### config.mk
export PLATFORM = sky130hd
export DESIGN_NAME = ttes_top
export DESIGN_NICKNAME = d
export VERILOG_FILES = /design/src/verilog/ttes_pkg.sv /design/src/verilog/ttes_top.sv
export SDC_FILE = /design/constraint.sdc
export NUM_CORES = 1
export LEC_CHECK = 0
export BUFFER_PORTS_ARGS = -buffer_cell sky130_fd_sc_hd__buf_2
export CAP_MARGIN = 25
export CELL_PAD_IN_SITES_DETAIL_PLACEMENT = 1
export CELL_PAD_IN_SITES_GLOBAL_PLACEMENT = 1
export CORE_MARGIN = 1.5
export CORE_UTILIZATION = 45
export DETAILED_ROUTE_END_ITERATION = 8
export PLACE_DENSITY = 0.75
export SLEW_MARGIN = 40
export SYNTH_ARGS = -nofsm -noshare
export SYNTH_HDL_FRONTEND = slang
export SYNTH_SLANG_ARGS = --single-unit
### constraint.sdc
create_clock -name CORE_CLK -period 4.87 [get_ports CORE_CLK]
set_clock_uncertainty 0.1 [all_clocks]
set_input_delay 0.487 -clock CORE_CLK [delete_from_list [all_inputs] [get_ports CORE_CLK]]
set_output_delay 0.487 -clock CORE_CLK [all_outputs]
set_load 0.005 [all_outputs]
### src/verilog/ttes_pkg.sv
// Purpose: Shared constants and types for the transfer test and exercise sequencer
// Assumes: 10 MHz core clock, 1 ms sequence tick, AXI4-Lite register access
// Notes:   Delay values are counted in ticks of one millisecond
package ttes_pkg;

	////////////////////////////////////////////////////////////////////////////////
	// Bus
	localparam int AW = 8;
	localparam logic [AW-1:0] A_CTRL = 8'h00;
	localparam logic [AW-1:0] A_STAT = 8'h04;
	localparam logic [AW-1:0] A_EXEN = 8'h08;
	localparam logic [AW-1:0] A_DLY0 = 8'h10;
	localparam logic [AW-1:0] A_DLYE = 8'h30;
	localparam logic [1:0] RESP_OK = 2'h0;
	localparam logic [1:0] RESP_SLV = 2'h2;

	////////////////////////////////////////////////////////////////////////////////
	// Control fields
	localparam int C_TT = 0;
	localparam int C_OVR = 2;
	localparam int C_EXLD = 3;
	localparam int C_TUNL = 4;
	localparam int CW = 5;
	localparam logic [CW-1:0] CTRL_RST = 5'h00;
	localparam logic [1:0] TT_PROG = 2'h1;
	localparam logic [1:0] TT_CLSD = 2'h2;
	localparam int ST_SKIP = 9;

	////////////////////////////////////////////////////////////////////////////////
	// Delays, in ms ticks
	localparam int DW = 16;
	localparam int ND = 8;
	localparam int D_N2E = 0;
	localparam int D_N2OFF = 1;
	localparam int D_OFF2E = 2;
	localparam int D_E2N = 3;
	localparam int D_E2OFF = 4;
	localparam int D_OFF2N = 5;
	localparam int D_FSYNC = 6;
	localparam int D_COOL = 7;
	localparam logic [DW-1:0] DLY_RST = 16'h0005;
	localparam int CLK_KHZ = 10000;
	localparam int TICK_MS = 1;
	localparam int TICK_CYC = CLK_KHZ * TICK_MS;
	localparam int OVERLAP_MS = 100;
	localparam logic [DW-1:0] OVL_TK = DW'(OVERLAP_MS / TICK_MS - 2);

	////////////////////////////////////////////////////////////////////////////////
	// Synchronised input positions
	localparam int I_START = 0;
	localparam int I_END = 1;
	localparam int I_CANCEL = 2;
	localparam int I_PROG = 3;
	localparam int I_TPW = 4;
	localparam int I_SPW = 5;
	localparam int I_NOK = 6;
	localparam int I_EOK = 7;
	localparam int I_SYNC = 8;
	localparam int I_PEAK = 9;
	localparam int I_EFB = 10;
	localparam int I_STOP = 11;
	localparam int NFIX = 12;
	localparam int NEX = 4;

	typedef enum logic [3:0] {S_IDLE, S_UNLD, S_FDLY, S_FSYN, S_FOFF, S_FOVL, S_ONE,
		S_RDLY, S_RSYN, S_ROFF, S_ROVL, S_COOL} ttes_st_t;

endpackage

### src/verilog/ttes_top.sv
// Purpose: Loaded test and exercise sequencer of a transfer switch controller
// Assumes: Single clock, synchronous reset, pins synchronised here
// Notes:   Contactor commands are held in flip-flops; auto transfer lies outside
// Operation
// Emergency loss in loaded test: retransfer at once
// Standard: N-to-E delay, then move to E
// Programmed: N-to-off delay, off-to-E delay
// Closed: close E on sync, open N fast
// Fail-to-sync with auto override: go via off
// Manual override: keep syncing, prog or cancel
// Standard retransfer: E-to-N delay, then N
// Programmed retransfer: E-to-off, then off-to-N
// Closed retransfer on sync; prog, no cancel
// Engine start held through cool-down
// Loaded test start needs test password
// Test end runs all retransfer delays
// Exercise during test or peak shave skipped
// Normal loss ends exercise, hands over
// Disabled exercise events do not run
// End pushbutton stops exercise early
// Unloaded exercise runs engine, contactor stays
// Load bank on unloaded, off at E
// Loaded exercise transfers, closed waits sync
// Cancel aborts unsynced closed exercise
// Loaded test starts engine at once
// Common tick times every delay, reloaded
`timescale 1ns/10ps
`default_nettype none
module ttes_top #(
	parameter int TICK_CYC = ttes_pkg::TICK_CYC,
	parameter int NEX = ttes_pkg::NEX
) (
	input wire logic CORE_CLK,
	input wire logic SRST,
	input wire logic AWVALID,
	output logic AWREADY,
	input wire logic [ttes_pkg::AW-1:0] AWADDR,
	input wire logic WVALID,
	output logic WREADY,
	input wire logic [31:0] WDATA,
	input wire logic [3:0] WSTRB,
	output logic BVALID,
	input wire logic BREADY,
	output logic [1:0] BRESP,
	input wire logic ARVALID,
	output logic ARREADY,
	input wire logic [ttes_pkg::AW-1:0] ARADDR,
	output logic RVALID,
	input wire logic RREADY,
	output logic [31:0] RDATA,
	output logic [1:0] RRESP,
	input wire logic PB_START,
	input wire logic PB_END,
	input wire logic PB_CANCEL,
	input wire logic PB_PROG,
	input wire logic TEST_PW_OK,
	input wire logic SETUP_PW_OK,
	input wire logic SRC_N_OK,
	input wire logic SRC_E_OK,
	input wire logic SRC_IN_SYNC,
	input wire logic PEAK_SHAVE,
	input wire logic CONT_E_FB,
	input wire logic EXER_STOP,
	input wire logic [NEX-1:0] EXER_DUE,
	output logic ENGINE_START,
	output logic CLOSE_N,
	output logic CLOSE_E,
	output logic LOAD_BANK,
	output logic LOAD_CTRL,
	output logic FAIL_SYNC
);
	localparam int NS = ttes_pkg::NFIX + NEX;
	localparam int PW = $clog2(TICK_CYC);
	localparam logic [PW-1:0] PRE_TOP = PW'(TICK_CYC - 1);
	localparam int OVL_CYC = ttes_pkg::OVERLAP_MS * TICK_CYC / ttes_pkg::TICK_MS;

	// Byte-lane merge of a write into an old word
	function automatic logic [31:0] mrg(logic [31:0] o, logic [31:0] d, logic [3:0] s);
		logic [31:0] r;
		r = o;
		for (int i = 0; i < 4; i++) begin
			if (s[i]) begin
				r[8*i+:8] = d[8*i+:8];
			end
		end
		return r;
	endfunction

	////////////////////////////////////////////////////////////////////////////////
	// Pin synchronisers and edge detect
	logic [NS-1:0] raw, s1_r, s2_r, s3_r, edg;
	assign raw = {EXER_DUE, EXER_STOP, CONT_E_FB, PEAK_SHAVE, SRC_IN_SYNC, SRC_E_OK,
		SRC_N_OK, SETUP_PW_OK, TEST_PW_OK, PB_PROG, PB_CANCEL, PB_END, PB_START};
	always_ff @(posedge CORE_CLK) begin
		if (SRST) begin
			s1_r <= '0;
			s2_r <= '0;
			s3_r <= '0;
		end else begin
			s1_r <= raw;
			s2_r <= s1_r;
			s3_r <= s2_r;
		end
	end
	assign edg = s2_r & ~s3_r;

	// Named input events and levels
	wire pb_start = edg[ttes_pkg::I_START];
	wire pb_end = edg[ttes_pkg::I_END];
	wire pb_cancel = edg[ttes_pkg::I_CANCEL];
	wire pb_prog = edg[ttes_pkg::I_PROG];
	wire ex_stop = edg[ttes_pkg::I_STOP];
	wire tpw = s2_r[ttes_pkg::I_TPW];
	wire spw = s2_r[ttes_pkg::I_SPW];
	wire n_ok = s2_r[ttes_pkg::I_NOK];
	wire e_ok = s2_r[ttes_pkg::I_EOK];
	wire insync = s2_r[ttes_pkg::I_SYNC];
	wire peak = s2_r[ttes_pkg::I_PEAK];
	wire e_fb = s2_r[ttes_pkg::I_EFB];
	wire [NEX-1:0] ex_edg = edg[ttes_pkg::NFIX+:NEX];

	////////////////////////////////////////////////////////////////////////////////
	// Common millisecond tick
	logic [PW-1:0] pre_r;
	wire tick = pre_r == PRE_TOP;
	always_ff @(posedge CORE_CLK) begin
		if (SRST) begin
			pre_r <= '0;
		end else begin
			pre_r <= tick ? '0 : pre_r + 1'b1;
		end
	end

	////////////////////////////////////////////////////////////////////////////////
	// Register file, AXI4-Lite slave
	logic [ttes_pkg::CW-1:0] ctrl_r;
	logic [NEX-1:0] exen_r;
	logic [ttes_pkg::DW-1:0] dly_r [ttes_pkg::ND];
	logic bv_r, rv_r, skip_r;
	logic [1:0] br_r, rr_r;
	logic [31:0] rd_r;
	logic [31:0] stat;

	// Write decode
	wire wr_go = AWVALID & WVALID & ~bv_r;
	wire wr_ctl = AWADDR == ttes_pkg::A_CTRL;
	wire wr_st = AWADDR == ttes_pkg::A_STAT;
	wire wr_ex = AWADDR == ttes_pkg::A_EXEN;
	wire wr_dl = AWADDR >= ttes_pkg::A_DLY0 && AWADDR < ttes_pkg::A_DLYE && AWADDR[1:0] == 2'h0;
	wire [ttes_pkg::AW-1:0] wr_off = AWADDR - ttes_pkg::A_DLY0; // Byte offset from delay block base
	wire [2:0] wr_ix = wr_off[4:2];
	wire [31:0] w_ctl = mrg(32'(ctrl_r), WDATA, WSTRB);
	wire [31:0] w_ex = mrg(32'(exen_r), WDATA, WSTRB);
	wire skip_clr = wr_go & wr_st & WSTRB[ttes_pkg::ST_SKIP/8] & WDATA[ttes_pkg::ST_SKIP];
	assign AWREADY = wr_go;
	assign WREADY = wr_go;

	// Read decode
	wire rd_go = ARVALID & ~rv_r;
	wire rd_dl = ARADDR >= ttes_pkg::A_DLY0 && ARADDR < ttes_pkg::A_DLYE && ARADDR[1:0] == 2'h0;
	wire [ttes_pkg::AW-1:0] rd_off = ARADDR - ttes_pkg::A_DLY0; // Byte offset from delay block base
	wire [31:0] rd_w = (ARADDR == ttes_pkg::A_CTRL) ? 32'(ctrl_r) :
		(ARADDR == ttes_pkg::A_STAT) ? stat :
		(ARADDR == ttes_pkg::A_EXEN) ? 32'(exen_r) :
		rd_dl ? 32'(dly_r[rd_off[4:2]]) : 32'h0000_0000;
	wire rd_hit = ARADDR == ttes_pkg::A_CTRL || ARADDR == ttes_pkg::A_STAT ||
		ARADDR == ttes_pkg::A_EXEN || rd_dl;
	assign ARREADY = rd_go;

	// Response channels
	always_ff @(posedge CORE_CLK) begin
		if (SRST) begin
			bv_r <= 1'b0;
			br_r <= ttes_pkg::RESP_OK;
			rv_r <= 1'b0;
			rr_r <= ttes_pkg::RESP_OK;
			rd_r <= 32'h0000_0000;
		end else begin
			if (wr_go) begin
				bv_r <= 1'b1;
				br_r <= (wr_ctl | wr_st | wr_ex | wr_dl) ? ttes_pkg::RESP_OK : ttes_pkg::RESP_SLV;
			end else if (BREADY) begin
				bv_r <= 1'b0;
			end
			if (rd_go) begin
				rv_r <= 1'b1;
				rr_r <= rd_hit ? ttes_pkg::RESP_OK : ttes_pkg::RESP_SLV;
				rd_r <= rd_w;
			end else if (RREADY) begin
				rv_r <= 1'b0;
			end
		end
	end
	assign BVALID = bv_r;
	assign BRESP = br_r;
	assign RVALID = rv_r;
	assign RDATA = rd_r;
	assign RRESP = rr_r;

	// Control and exercise enable registers
	always_ff @(posedge CORE_CLK) begin
		if (SRST) begin
			ctrl_r <= ttes_pkg::CTRL_RST;
			exen_r <= '0;
		end else begin
			if (wr_go && wr_ctl) begin
				ctrl_r <= w_ctl[ttes_pkg::CW-1:0];
			end
			if (wr_go && wr_ex) begin
				exen_r <= w_ex[NEX-1:0];
			end
		end
	end

	// One delay register per sequence phase
	for (genvar g = 0; g < ttes_pkg::ND; g++) begin : g_dly
		wire [31:0] w_dl = mrg(32'(dly_r[g]), WDATA, WSTRB);
		always_ff @(posedge CORE_CLK) begin
			if (SRST) begin
				dly_r[g] <= ttes_pkg::DLY_RST;
			end else if (wr_go && wr_dl && wr_ix == 3'(g)) begin
				dly_r[g] <= w_dl[ttes_pkg::DW-1:0];
			end
		end
	end

	////////////////////////////////////////////////////////////////////////////////
	// Sequencer decode
	ttes_pkg::ttes_st_t st_r, st_nxt;
	logic [ttes_pkg::DW-1:0] tmr_r, fs_r;
	logic cn_r, ce_r, eng_r, test_r, exer_r, eseen_r, lb_r, ldc_r, fsw_r;
	wire [1:0] tt = ctrl_r[ttes_pkg::C_TT+:2];
	wire prog = tt == ttes_pkg::TT_PROG;
	wire clsd = tt == ttes_pkg::TT_CLSD;
	wire ovr = ctrl_r[ttes_pkg::C_OVR];
	wire idle = st_r == ttes_pkg::S_IDLE;
	wire idle_nxt = st_nxt == ttes_pkg::S_IDLE;
	wire tdone = tmr_r == '0;
	wire fs_exp = fs_r == '0;
	wire t_go = idle & pb_start & tpw;
	wire ex_due = |(ex_edg & exen_r);
	wire ex_go = ex_due & idle & ~peak & ~t_go;
	wire skip_set = ex_due & ~ex_go;
	wire endreq = pb_end | (exer_r & ex_stop);
	wire man_prog = fs_exp & (ovr | (pb_prog & spw));
	wire at_n = cn_r & ~ce_r;
	wire lded = ~idle && st_r != ttes_pkg::S_UNLD && st_r != ttes_pkg::S_COOL &&
		st_r != ttes_pkg::S_ROFF;
	wire e_fail = eseen_r & ~e_ok & lded;
	wire n_fail = exer_r & ~n_ok & ~idle;
	wire to_sync = st_nxt != st_r &&
		(st_nxt == ttes_pkg::S_FSYN || st_nxt == ttes_pkg::S_RSYN);

	// Delay loaded when a phase is entered
	wire [ttes_pkg::DW-1:0] ld_val =
		(st_nxt == ttes_pkg::S_FDLY) ? dly_r[prog ? ttes_pkg::D_N2OFF : ttes_pkg::D_N2E] :
		(st_nxt == ttes_pkg::S_FOFF) ? dly_r[ttes_pkg::D_OFF2E] :
		(st_nxt == ttes_pkg::S_RDLY) ? dly_r[prog ? ttes_pkg::D_E2OFF : ttes_pkg::D_E2N] :
		(st_nxt == ttes_pkg::S_ROFF) ? dly_r[ttes_pkg::D_OFF2N] :
		(st_nxt == ttes_pkg::S_COOL) ? dly_r[ttes_pkg::D_COOL] :
		(st_nxt == ttes_pkg::S_FOVL || st_nxt == ttes_pkg::S_ROVL) ? ttes_pkg::OVL_TK : '0;

	// Next state
	always_comb begin
		st_nxt = st_r;
		case (st_r)
			ttes_pkg::S_IDLE: begin
				if (t_go) begin
					st_nxt = ctrl_r[ttes_pkg::C_TUNL] ? ttes_pkg::S_UNLD : ttes_pkg::S_FDLY;
				end else if (ex_go) begin
					st_nxt = ctrl_r[ttes_pkg::C_EXLD] ? ttes_pkg::S_FDLY : ttes_pkg::S_UNLD;
				end
			end
			ttes_pkg::S_UNLD: begin
				if (endreq) begin
					st_nxt = ttes_pkg::S_COOL;
				end
			end
			ttes_pkg::S_FDLY: begin
				if (endreq) begin
					st_nxt = ttes_pkg::S_COOL;
				end else if (tdone) begin
					st_nxt = prog ? ttes_pkg::S_FOFF :
						clsd ? ttes_pkg::S_FSYN : ttes_pkg::S_ONE;
				end
			end
			ttes_pkg::S_FSYN: begin
				if (insync) begin
					st_nxt = ttes_pkg::S_FOVL;
				end else if (exer_r & (pb_cancel | endreq)) begin
					st_nxt = ttes_pkg::S_COOL;
				end else if (man_prog) begin
					st_nxt = ttes_pkg::S_FOFF;
				end else if (fs_exp & (pb_cancel | pb_end)) begin
					st_nxt = ttes_pkg::S_COOL;
				end
			end
			ttes_pkg::S_FOFF, ttes_pkg::S_FOVL: begin
				if (tdone) begin
					st_nxt = ttes_pkg::S_ONE;
				end
			end
			ttes_pkg::S_ONE: begin
				if (endreq) begin
					st_nxt = ttes_pkg::S_RDLY;
				end
			end
			ttes_pkg::S_RDLY: begin
				if (tdone) begin
					st_nxt = prog ? ttes_pkg::S_ROFF :
						clsd ? ttes_pkg::S_RSYN : ttes_pkg::S_COOL;
				end
			end
			ttes_pkg::S_RSYN: begin
				if (insync) begin
					st_nxt = ttes_pkg::S_ROVL;
				end else if (man_prog) begin
					st_nxt = ttes_pkg::S_ROFF;
				end
			end
			ttes_pkg::S_ROFF, ttes_pkg::S_ROVL, ttes_pkg::S_COOL: begin
				if (tdone) begin
					st_nxt = (st_r == ttes_pkg::S_COOL) ? ttes_pkg::S_IDLE : ttes_pkg::S_COOL;
				end
			end
			default: st_nxt = ttes_pkg::S_IDLE;
		endcase
		if (e_fail) begin
			st_nxt = (prog & ~at_n) ? ttes_pkg::S_ROFF : ttes_pkg::S_COOL;
		end
		if (n_fail) begin
			st_nxt = ttes_pkg::S_IDLE;
		end
	end

	// State, phase timer and fail-to-sync timer
	always_ff @(posedge CORE_CLK) begin
		if (SRST) begin
			st_r <= ttes_pkg::S_IDLE;
			tmr_r <= '0;
			fs_r <= '0;
		end else begin
			st_r <= st_nxt;
			if (st_nxt != st_r) begin
				tmr_r <= ld_val;
			end else if (tick && !tdone) begin
				tmr_r <= tmr_r - 1'b1;
			end
			if (to_sync) begin
				fs_r <= dly_r[ttes_pkg::D_FSYNC];
			end else if (tick && !fs_exp) begin
				fs_r <= fs_r - 1'b1;
			end
		end
	end

	// Contactor commands follow the phase entered
	always_ff @(posedge CORE_CLK) begin
		if (SRST) begin
			cn_r <= 1'b1;
			ce_r <= 1'b0;
		end else if (st_nxt != st_r) begin
			case (st_nxt)
				ttes_pkg::S_FOFF, ttes_pkg::S_ROFF: begin
					cn_r <= 1'b0;
					ce_r <= 1'b0;
				end
				ttes_pkg::S_FOVL, ttes_pkg::S_ROVL: begin
					cn_r <= 1'b1;
					ce_r <= 1'b1;
				end
				ttes_pkg::S_ONE: begin
					cn_r <= 1'b0;
					ce_r <= 1'b1;
				end
				ttes_pkg::S_COOL: begin
					cn_r <= 1'b1;
					ce_r <= 1'b0;
				end
				default: begin
					cn_r <= cn_r;
					ce_r <= ce_r;
				end
			endcase
		end
	end

	// Run flags, engine start and indicator outputs
	always_ff @(posedge CORE_CLK) begin
		if (SRST) begin
			eng_r <= 1'b0;
			test_r <= 1'b0;
			exer_r <= 1'b0;
			eseen_r <= 1'b0;
			skip_r <= 1'b0;
			lb_r <= 1'b0;
			ldc_r <= 1'b0;
			fsw_r <= 1'b0;
		end else begin
			if (idle && !idle_nxt) begin
				eng_r <= 1'b1;
			end else if (!idle && idle_nxt) begin
				eng_r <= n_fail & ce_r;
			end
			test_r <= idle_nxt ? 1'b0 : (test_r | t_go);
			exer_r <= idle_nxt ? 1'b0 : (exer_r | ex_go);
			eseen_r <= idle_nxt ? 1'b0 : (eseen_r | e_ok);
			skip_r <= skip_set | (skip_r & ~skip_clr);
			lb_r <= st_nxt == ttes_pkg::S_UNLD && !ce_r && !e_fb;
			ldc_r <= st_nxt == ttes_pkg::S_FDLY;
			fsw_r <= (st_r == ttes_pkg::S_FSYN || st_r == ttes_pkg::S_RSYN) && fs_exp;
		end
	end
	assign stat = {20'h0_0000, exer_r, test_r, skip_r, fsw_r, lb_r, ce_r, cn_r, eng_r,
		4'(st_r)};
	assign ENGINE_START = eng_r;
	assign CLOSE_N = cn_r;
	assign CLOSE_E = ce_r;
	assign LOAD_BANK = lb_r;
	assign LOAD_CTRL = ldc_r;
	assign FAIL_SYNC = fsw_r;

	////////////////////////////////////////////////////////////////////////////////
	// Checks
	logic [31:0] ov_r;
	always_ff @(posedge CORE_CLK) begin
		if (SRST) begin
			ov_r <= 32'h0000_0000;
		end else begin
			ov_r <= (cn_r & ce_r) ? ov_r + 1'b1 : 32'h0000_0000;
		end
	end
endmodule
`default_nettype wire
==> run_results.csv, run 1 <==
group,metric,value,unit
synthesis,synth_fa_ha_area_frac,0.006542,
synthesis,number_of_distinct_library_cell_variants_in_the_gate_level_netlist_after_synthesis,100,
synthesis,post_synth_xor_area_fraction,0.02682,
route,wire_per_inst,23.94,microns
synthesis,yosys_most_used_dff,"sky130_fd_sc_hd__dfxtp_1",
final_layout,synthToLayoutAreaGrowth,13.21,%
worst_setup_path,worst_case_reg_to_reg_path_depth,15,
route,wirelength,41.30,mm
final_layout,layout-drive-gt1-share,0.1946,
clocking,clk_path_buf_depth,3,
placement,gp_congestion,0.8579,
final_layout,num-nets-final,1399,
final_layout,num_antenna_cells,0,
floorplan,floorplan.io_pins,122,
global_routing,grt_usage,0.2712,
global_routing,globalRouteOverflowTotal,0,
synthesis,simple_gate_share_of_the_synthesized_area,0.2282,
pwr,worst_ir_drop_vdd,0.2587,mV
clocking,cts_made_buffers,30,
clocking,clock-sinks,258,
placement,placement.io_buffers,85,
final_layout,mostFrequentLayoutCell,"sky130_fd_sc_hd__dfxtp_1",
outcome,result_of_the_run,"finished, final reports clean",
synthesis,yosysWarningCount,0,
worst_setup_path,timing.rr.start,"fs_r[0]",
worst_setup_path,buffering_stage_count_on_the_worst_path_with_inverters_included,1,
synthesis,seq_area_frac_synth,0.4815,
pwr,total_power,6.127,mW
route,routed-via-count,10400,
global_routing,first_pass_grt_wire_length,63.58,mm
final_layout,layout.cells.most_common_list,"130 x sky130_fd_sc_hd__dfxtp_1, 128 x sky130_fd_sc_hd__edfxtp_1, 118 x sky130_fd_sc_hd__and2_1, 95 x sky130_fd_sc_hd__nor2_1, 83 x sky130_fd_sc_hd__buf_2",
worst_setup_path,critical_path_class,"flop to flop",
timing,setup_violating_endpoint_count_in_the_final_report,0,
flow_run,timing.max_cap.violations,0,
synthesis,synthesized_area_fraction_occupied_by_ao_oa_aoi_and_oai_cells,0.1092,
synthesis,netlist_top_cells_area,"sky130_fd_sc_hd__edfxtp_1 29%, sky130_fd_sc_hd__dfxtp_1 19%, sky130_fd_sc_hd__and2_1 5.5%, sky130_fd_sc_hd__mux4_2 5.4%, sky130_fd_sc_hd__mux2i_1 4.6%",
final_layout,fillCellCount,3175,
floorplan,die_area,0.03080,sq mm
worst_setup_path,worst_ep_arrival_time,4430,ps
clocking,cts_resized,0,
timing,finalHoldViolations,0,
timing,layout_min_cycle_time,4101,ps
synthesis,synth-seq-cells,258,
floorplan,die_width,175.5,microns
worst_setup_path,crit_path_max_incr_delay,650,ps
synthesis,synthArstFlopShare,0,
final_layout,layoutNonFillerInstCount,1725,
synthesis,synthDominantCellAreaShare,0.2871,
worst_setup_path,required,5200,ps
route,post-route-drc-count,0,
route,routed_via_density,6.027,
synthesis,syn_avg_cell_area,10.73,sq um
pwr,total_leakage_power,5.716,nW
timing,clock.fmax,243.8,MHz
worst_setup_path,path_common_cell,"sky130_fd_sc_hd__nor2_1",
timing,rsz0062_at_grt,"no",
clocking,worst_skew_pair.late_latency,570,ps
global_routing,grt_start_max_net_pins,61,
clocking,cts_tree,"yes",
worst_setup_path,rr_endpoint,"ENGINE_START",
floorplan,die_h,175.5,microns
route,antenna_left,0,
route,drt-initial-drc-count,785,
timing,max_slew.worst_pin.slew,923.0,ps
worst_setup_path,regToRegSetupSlack,770,ps
clocking,cell_chosen_for_the_clock_root,"sky130_fd_sc_hd__clkbuf_16",
worst_setup_path,critical_path.max_fanout,8,
synthesis,synthesis.instances,1248,
floorplan,starting_density,0.4614,
timing,number_of_slew_limit_violations_in_the_final_report,0,
worst_setup_path,timing.critical_path.to_type,"flop",
synthesis,muxShareOfSynthArea,0.1069,
timing,setup-tns-final,0,ps
synthesis,post-synth-top-area-cell,"sky130_fd_sc_hd__edfxtp_1",
hold_path,min_path_type,"input port to flop",
synthesis,synth-edff-count,128,
placement,detailed_place_hpwl,28.40,mm
clocking,cts_post_setup_buffers_inserted,0,
worst_setup_path,critical-path-top-delay-family,"simple AND/OR/NAND/NOR gates",
timing,post-route-period-util,0.8421,
global_routing,grt_pass1_vias,10820,
timing,relSlewSlack,0.3847,
worst_setup_path,standard_cell_with_the_maximum_stage_delay_on_the_critical_path,"sky130_fd_sc_hd__nor4_1",
worst_setup_path,worst_setup_path_start_kind,"flop",
clocking,cts_hold_buf,0,
floorplan,fp.coreArea,0.02901,sq mm
clocking,number_of_levels_in_the_clock_h_tree,1,
placement,post-place-cells,1668,
floorplan,fp-row-count,62,
global_routing,initial_antenna_violation_count,1,
worst_setup_path,path_cells,"inv_1 -> ha_1 -> nor4b_1 -> nand4_1 -> o31ai_1 -> o21bai_1 -> a21oi_2 -> nor2_1 -> nor4_1 -> nand2_1 -> ha_1 -> a31oi_1 -> nor2_1 -> a21oi_1 -> nor2_1",
hold_path,hold_path_startpoint,"PEAK_SHAVE",
synthesis,largest_family_of_logic_cells_by_synthesized_area,"simple AND/OR/NAND/NOR gates",
route,firstDrtPassIters,5,
hold_path,timing.hold.worst_endpoint,"s1_r[9]",
synthesis,synthesis.area,0.01339,sq mm
hold_path,min_path_cells,2,
clocking,clk_pin_slew,60,ps
pwr,power_density,404.3,mW/mm^2
## cells by family after synthesis
group                    Yosys count
XOR/XNOR                          41
AND/OR/NAND/NOR                  526
other                              1
flip-flops                       258
AO/OA/AOI/OAI                    201
adder cells (fa/ha/maj)            7
buffers and inverters            113
multiplexers                     101
## area by class of cell
| cell class | instances | area [sq um] | share of cell area |
|---|---|---|---|
| Multi-Input combinational cell | 894 | 6490 | 0.4282 |
| Sequential cell | 258 | 6446 | 0.4253 |
| Clock buffer | 39 | 877.1 | 0.05787 |
| Timing Repair Buffer | 112 | 636.9 | 0.04202 |
| Tap cell | 384 | 480.5 | 0.03170 |
| Clock inverter | 17 | 145.1 | 0.009576 |
| Inverter | 21 | 80.08 | 0.005284 |
## state kept, by name (all words and copies together), names as in the netlist, 5 cells and up
name,flops
s3_r,9
pre_r,14
fs_r,16
RDATA,16
tmr_r,16
ctrl_r,5
dly_r,128
s1_r,16
s2_r,16
## synthesized netlist by cell type (all sizes together) (21+ instances only)
master / n
a21oi: 38
mux2i: 63
clkbuf: 44
nand2: 81
nor2b: 51
xnor2: 22
o21ai: 43
a211oi: 21
nand3: 21
nor2: 100
nor3: 41
edfxtp: 128
mux4: 32
and2: 118
dfxtp: 130
buf: 48
## per-layer routing
| metal | wire length, microns | GRT usage | vias to the layer above |
|---|---|---|---|
| li1 | - | - | 4653 |
| met1 | 18070 | 0.3717 | 5248 |
| met2 | 19230 | 0.4423 | 402 |
| met3 | 2858 | 0.04199 | 91 |
| met4 | 1114 | 0.08511 | 2 |
| met5 | 13 | 0 | - |
## how the worst max path moves through the flow
| stage | startpoint | depth (start not counted) | end | slack (ps) |
|---|---|---|---|---|
| after floorplan | AWADDR[1] | 7 | dly_r[6][0] | 1780 |
| after global placement | tmr_r[10] | 11 | fs_r[5] | 1010 |
| after detailed placement | fs_r[0] | 15 | ENGINE_START | 870 |
| after CTS | fs_r[0] | 15 | ENGINE_START | 830 |
| after global routing | fs_r[0] | 15 | ENGINE_START | 320 |
| final | fs_r[0] | 15 | ENGINE_START | 770 |
## per-stage QoR
step / area, sq um / worst slack [ps] / utilization / hold slack (ps)
after detailed placement: 14110 / 865.5 / 0.4865 / 327.5
after global placement: 14100 / 1009 / 0.4861 / 317.5
after CTS: 15140 / 825.2 / 0.5217 / 23.55
final: 15160 / 769.0 / 0.5224 / 35.93
after floorplan: 13450 / 1784 / - / 313.8
after global routing: 15160 / 318.0 / 0.5224 / 27.95
## report_power, final
group	switching [mW]	internal, mW	total, mW
sequential	0.176	2.41	2.59
combinational	0.754	0.470	1.22
clock	0.944	1.37	2.32
total	1.87	4.25	6.13
Note: power is estimated with default switching activity, not from simulation.
==> run 2, diff against run 1 <==
CORE_UTILIZATION = 43   (was 45)
clock period = 3.69 ns   (was 4.87 ns; I/O delays follow)
==> run 2 against run 1 <==
  * Clock power grew 17%
  * Critical path depth shrank 5
  * Largest power group unchanged
  * Flip-flop and latch count is the same
  * Die area grew 4.6%
  * Combinational power grew 53%
  * Global-route usage shrank 1.6 points
==> run_results.csv, run 2 (synthesis results as in run 1) <==
group,metric,value,unit
global_routing,use_met1,0.3500,
pwr,power_density,514.1,mW/mm^2
timing,finalHoldViolations,0,
pwr,worst_ir_drop_vdd,0.3335,mV
placement,placement.io_buffers,85,
route,wire_per_inst,23.39,microns
clocking,cts_made_buffers,28,
flow_run,timing.max_cap.violations,0,
placement,post-place-cells,1712,
clocking,cts_tree,"yes",
pwr,total_leakage_power,5.910,nW
global_routing,first_pass_grt_wire_length,64.12,mm
route,post-route-drc-count,0,
placement,gp_congestion,0.9060,
clocking,worst_skew_pair.late_latency,550,ps
clocking,number_of_levels_in_the_clock_h_tree,1,
route,routed_via_density,5.869,
timing,setup-tns-final,0,ps
final_layout,layoutNonFillerInstCount,1782,
final_layout,flip_flop_count_of_the_largest_register_after_layout,128,
final_layout,synthToLayoutAreaGrowth,15.87,%
worst_setup_path,worst_case_reg_to_reg_path_depth,10,
global_routing,grt_usage,0.2548,
final_layout,layout-drive-gt1-share,0.2063,
timing,relSlewSlack,0.4124,
floorplan,die_h,179.5,microns
final_layout,mostFrequentLayoutCell,"sky130_fd_sc_hd__dfxtp_1",
global_routing,grt_use_met3,0.03464,
floorplan,fp.coreArea,0.03059,sq mm
route,routed-via-count,10460,
final_layout,layout.cells.most_common_list,"130 x sky130_fd_sc_hd__dfxtp_1, 128 x sky130_fd_sc_hd__edfxtp_1, 118 x sky130_fd_sc_hd__and2_1, 97 x sky130_fd_sc_hd__nor2_1, 84 x sky130_fd_sc_hd__buf_2",
final_layout,finish.utilization,0.5071,
clocking,clk_path_buf_depth,3,
worst_setup_path,worst_ep_arrival_time,3860,ps
final_layout,biggest_register,"dly_r",
global_routing,grt-busiest-layer,"met2",
global_routing,globalRouteOverflowTotal,0,
clocking,cell_chosen_for_the_clock_root,"sky130_fd_sc_hd__clkbuf_16",
pwr,total_power,7.975,mW
route,firstDrtPassIters,5,
worst_setup_path,timing.critical_path.to_type,"flop",
final_layout,num-nets-final,1447,
floorplan,starting_density,0.4377,
final_layout,postLayoutCellArea,0.01551,sq mm
route,wirelength,41.68,mm
floorplan,fp-row-count,64,
timing,clock.fmax,287.8,MHz
global_routing,grt_pass1_vias,10810,
timing,max_slew.worst_pin.slew,878.2,ps
floorplan,floorplan.io_pins,122,
timing,layout_min_cycle_time,3474,ps
worst_setup_path,required,4080,ps
global_routing,grt_start_max_net_pins,62,
timing,rsz0062_at_grt,"no",
clocking,clk_pin_slew,60,ps
placement,dpl_cell_area,0.01441,sq mm
clocking,clock-sinks,258,
worst_setup_path,critical_path_class,"flop to flop",
route,drt-initial-drc-count,850,
global_routing,grt_use_met2,0.4189,
outcome,result_of_the_run,"finished, final reports clean",
final_layout,num_antenna_cells,0,
worst_setup_path,critical_path.max_fanout,8,
floorplan,die_area,0.03220,sq mm
placement,detailed_place_hpwl,29.12,mm
floorplan,die_width,179.5,microns
route,antenna_left,0,
timing,number_of_slew_limit_violations_in_the_final_report,0,
timing,post-route-period-util,0.9416,
hold_path,min_path_type,"input port to flop",
timing,setup_violating_endpoint_count_in_the_final_report,0,
hold_path,min_path_cells,4,
worst_setup_path,worst_setup_path_start_kind,"flop",
global_routing,initial_antenna_violation_count,1,
-- run 2: path summary, 6_finish.rpt --
check | start | end | slack [ps]
max | tmr_r[6] | tmr_r[6] | 220
min | BREADY | BVALID | 20
max reg2reg | tmr_r[6] | tmr_r[6] | 220
min reg2reg | s1_r[3] | s2_r[3] | 340
-- run 2: metrics by stage --
| step | setup slack [ps] | hold WS, ps |
|---|---|---|
| 6_report | 215.6 | 17.95 |
| 5_1_grt | 1.183 | 30.14 |
| 4_1_cts | 122.3 | 8.070 |
| 3_5_place_dp | 158.6 | 326.2 |
| 3_3_place_gp | 300.2 | 321.3 |
| 2_1_floorplan | 639.9 | 313.8 |
-- run 2: area by class of cell --
type                       instances  area (sq um)
clock buffer                      40         818.3
clock inverter                    11         62.56
fill                            3340         15080
inverter                          21         78.83
multi-input combinational        894          6495
sequential                       258          6446
tap                              396         495.5
timing repair buffer             162          1116
-- run 2: power breakdown --
part	internal, mW	switching (mW)	total, mW
Clock	1.54	1.17	2.71
Sequential	3.18	0.215	3.39
Combinational	0.793	1.08	1.87
-- run 2: layer usage --
| layer | share of wire | wire, microns |
|---|---|---|
| met1 | 0.43 | 18040 |
| met2 | 0.47 | 19710 |
| met3 | 0.065 | 2715 |
| met4 | 0.029 | 1198 |
| met5 | 0.00031 | 13 |
-- run 2: worst max-delay path: stages (launching register included) --
cell	delay (ps)
sky130_fd_sc_hd__dfxtp_1	390
sky130_fd_sc_hd__nor4_4	550
sky130_fd_sc_hd__and4_2	400
sky130_fd_sc_hd__a21o_1	160
sky130_fd_sc_hd__nand3_1	150
sky130_fd_sc_hd__o31a_1	360
sky130_fd_sc_hd__buf_4	180
sky130_fd_sc_hd__nor4_2	400
sky130_fd_sc_hd__nor2_1	150
sky130_fd_sc_hd__a2111oi_2	420
sky130_fd_sc_hd__a211o_1	150
-- run 2: what timing repair did --
action | CTS | global route
hold buffers | 17 | 0
buffers inserted | 0 | 1
endpoints found under the hold margin | 17 | 0
endpoints found under the setup margin | 0 | 27
resized for setup | 0 | 5
==> run 3, diff against run 2 <==
CORE_UTILIZATION = 44   (was 43)
CTS_BUF_LIST = sky130_fd_sc_hd__clkbuf_8   (was unset)
PLACE_DENSITY = unset   (was 0.75)
PLACE_DENSITY_LB_ADDON = 0.1   (was unset)
==> run 3 against run 2 <==
  * Clock power shrank 3%
  * Combinational power shrank 2%
  * Critical path depth grew 1
  * Worst setup slack lost 28 ps
  * Via count grew 0.62%
  * Critical endpoint is now tmr_r[4]
  * Register-to-register slack lost 30 ps
  * Non-clock buffer count grew 10
==> run_results.csv, run 3 (synthesis results as in run 1) <==
group,metric,value,unit
pwr,power.combinational.fraction,0.233,
global_routing,grt_pass1_vias,10740,
hold_path,hold_path_startpoint,"WDATA[10]",
timing,finalHoldViolations,0,
final_layout,mostFrequentLayoutCell,"sky130_fd_sc_hd__dfxtp_1",
final_layout,layout.cells.most_common_list,"130 x sky130_fd_sc_hd__dfxtp_1, 128 x sky130_fd_sc_hd__edfxtp_1, 118 x sky130_fd_sc_hd__and2_1, 97 x sky130_fd_sc_hd__nor2_1, 84 x sky130_fd_sc_hd__buf_2",
timing,layout_min_cycle_time,3502,ps
clocking,number_of_levels_in_the_clock_h_tree,2,
clocking,cts_post_setup_buffers_inserted,0,
floorplan,die_width,177.4,microns
hold_path,min_path_cells,2,
worst_setup_path,critical_path_class,"flop to flop",
clocking,cts_made_buffers,47,
clocking,cts_tree,"yes",
route,wire_per_inst,23.24,microns
hold_path,timing.hold.worst_endpoint,"dly_r[4][10]",
pwr,clock_power_share,0.335,
timing,setup-tns-final,0,ps
worst_setup_path,timing.critical_path.to_type,"flop",
hold_path,min_path_type,"input port to flop",
timing,max_slew.worst_pin.slew,813.5,ps
placement,gp_congestion,0.8555,
timing,rsz0062_at_grt,"no",
final_layout,synthToLayoutAreaGrowth,16.02,%
global_routing,grt_start_max_net_pins,64,
worst_setup_path,worst_case_reg_to_reg_path_depth,11,
global_routing,initial_antenna_violation_count,0,
worst_setup_path,worst_setup_path_start_kind,"flop",
route,post-route-drc-count,0,
route,drt-initial-drc-count,756,
final_layout,num-nets-final,1476,
worst_setup_path,rr_endpoint,"tmr_r[4]",
worst_setup_path,timing.rr.start,"tmr_r[7]",
final_layout,finish.utilization,0.5213,
final_layout,biggest_register,"dly_r",
flow_run,timing.max_cap.violations,0,
floorplan,starting_density,0.4493,
floorplan,die_area,0.03148,sq mm
pwr,total_leakage_power,5.998,nW
pwr,power_density,504.4,mW/mm^2
route,antenna_left,0,
worst_setup_path,worst_ep_arrival_time,3850,ps
route,firstDrtPassIters,5,
pwr,share_seq_of_total_power,0.432,
final_layout,layout-drive-gt1-share,0.2144,
timing,relSlewSlack,0.4557,
placement,placement.io_buffers,85,
pwr,power.switching_fraction,0.3171,
route,wirelength,42.22,mm
global_routing,grt_usage,0.2729,
timing,clock.fmax,285.5,MHz
timing,number_of_slew_limit_violations_in_the_final_report,0,
route,routed_via_density,5.792,
clocking,worst_skew_pair.late_latency,570,ps
clocking,cell_chosen_for_the_clock_root,"sky130_fd_sc_hd__clkbuf_8",
worst_setup_path,regToRegSetupSlack,190,ps
placement,detailed_place_hpwl,30.34,mm
final_layout,flip_flop_count_of_the_largest_register_after_layout,128,
worst_setup_path,critical_path.max_fanout,11,
timing,setup_violating_endpoint_count_in_the_final_report,0,
pwr,worst_ir_drop_vdd,0.2751,mV
floorplan,fp-row-count,63,
pwr,switchingPower,2.484,mW
pwr,p_int,5.350,mW
floorplan,floorplan.io_pins,122,
outcome,result_of_the_run,"finished, final reports clean",
global_routing,first_pass_grt_wire_length,64.07,mm
worst_setup_path,required,4040,ps
clocking,clk_pin_slew,60,ps
final_layout,num_antenna_cells,0,
route,routed-via-count,10520,
timing,post-route-period-util,0.9491,
clocking,clock-sinks,258,
final_layout,fillCellCount,3310,
floorplan,die_h,177.4,microns
floorplan,fp.coreArea,0.02980,sq mm
clocking,clk_path_buf_depth,3,
global_routing,globalRouteOverflowTotal,0,
run 3: cell types whose count changed in the layout (fill, tap and decap cells not counted), moves of 5 or more:
| cell | previous run | this run |
|---|---|---|
| sky130_fd_sc_hd__clkbuf_16 | 30 | 0 |
| sky130_fd_sc_hd__clkbuf_8 | 5 | 51 |
| sky130_fd_sc_hd__buf_4 | 56 | 66 |
| sky130_fd_sc_hd__inv_1 | 19 | 34 |
| sky130_fd_sc_hd__clkinv_1 | 2 | 9 |
| sky130_fd_sc_hd__clkbuf_1 | 5 | 0 |
run 3: power groups by stage:
stage	clock network, mW	registers [mW]	logic (mW)
2_1_floorplan	0	3.38	1.19
3_3_place_gp	0	3.43	1.73
3_5_place_dp	0	3.44	1.77
4_1_cts	2.69	3.38	1.80
5_1_grt	2.82	3.40	1.99
6_report	2.62	3.38	1.83
run 3: worst max-delay path: stages (launching register included):
cell                      delay [ps]
sky130_fd_sc_hd__dfxtp_1         360
sky130_fd_sc_hd__nor4_4          540
sky130_fd_sc_hd__nand4_1         220
sky130_fd_sc_hd__o21ai_0         290
sky130_fd_sc_hd__nand3_1         200
sky130_fd_sc_hd__o31a_1          340
sky130_fd_sc_hd__buf_4           180
sky130_fd_sc_hd__nor2_2          250
sky130_fd_sc_hd__buf_12          220
sky130_fd_sc_hd__mux2i_1         280
sky130_fd_sc_hd__o22ai_1         130
sky130_fd_sc_hd__o31a_1          250
run 3: cell type report:
cell class              count  area, sq um  share of cell area
clock buffers              51        701.9             0.04519
clock inverters            31        183.9             0.01184
inverters                  21        78.83            0.005075
multi-input cells         894         6486              0.4176
flip-flops and latches    258         6446              0.4150
well taps                 390        488.0             0.03142
repair buffers            172         1147             0.07387
run 3: metal layers:
layer,global-route usage,share of wire,routed length (microns)
met1,0.3706,0.44,18580
met2,0.4427,0.47,19730
met3,0.04349,0.063,2647
met4,0.09384,0.030,1262
met5,0,0,0
run 3: worst max-delay path by stage:
stage	to	slack, ps	from	cells past startpoint
after floorplan	ENGINE_START	640	fs_r[0]	15
after detailed placement	tmr_r[0]	160	tmr_r[0]	13
final	tmr_r[4]	190	tmr_r[7]	11
after CTS	tmr_r[4]	120	tmr_r[0]	13
after global routing	CLOSE_E	1	fs_r[0]	12
after global placement	fs_r[5]	300	fs_r[0]	11
run 3: timing repair:
action | in CTS | in global routing
hold endpoints to repair | 19 | 0
setup endpoints to repair | 0 | 32
hold buffers | 20 | 0
gates resized for setup | 0 | 5
run 3: per-stage QoR:
step	setup WS (ps)	area, sq um	cells	hold slack [ps]	total power, mW
2_1_floorplan	639.9	13450	1265	313.8	4.577
3_3_place_gp	295.7	14430	1715	322.5	5.161
5_1_grt	1.458	15530	1817	67.28	8.198
4_1_cts	123.8	15520	1817	41.15	7.864
6_report	187.9	15530	1817	65.10	7.834
3_5_place_dp	158.3	14430	1715	326.2	5.210
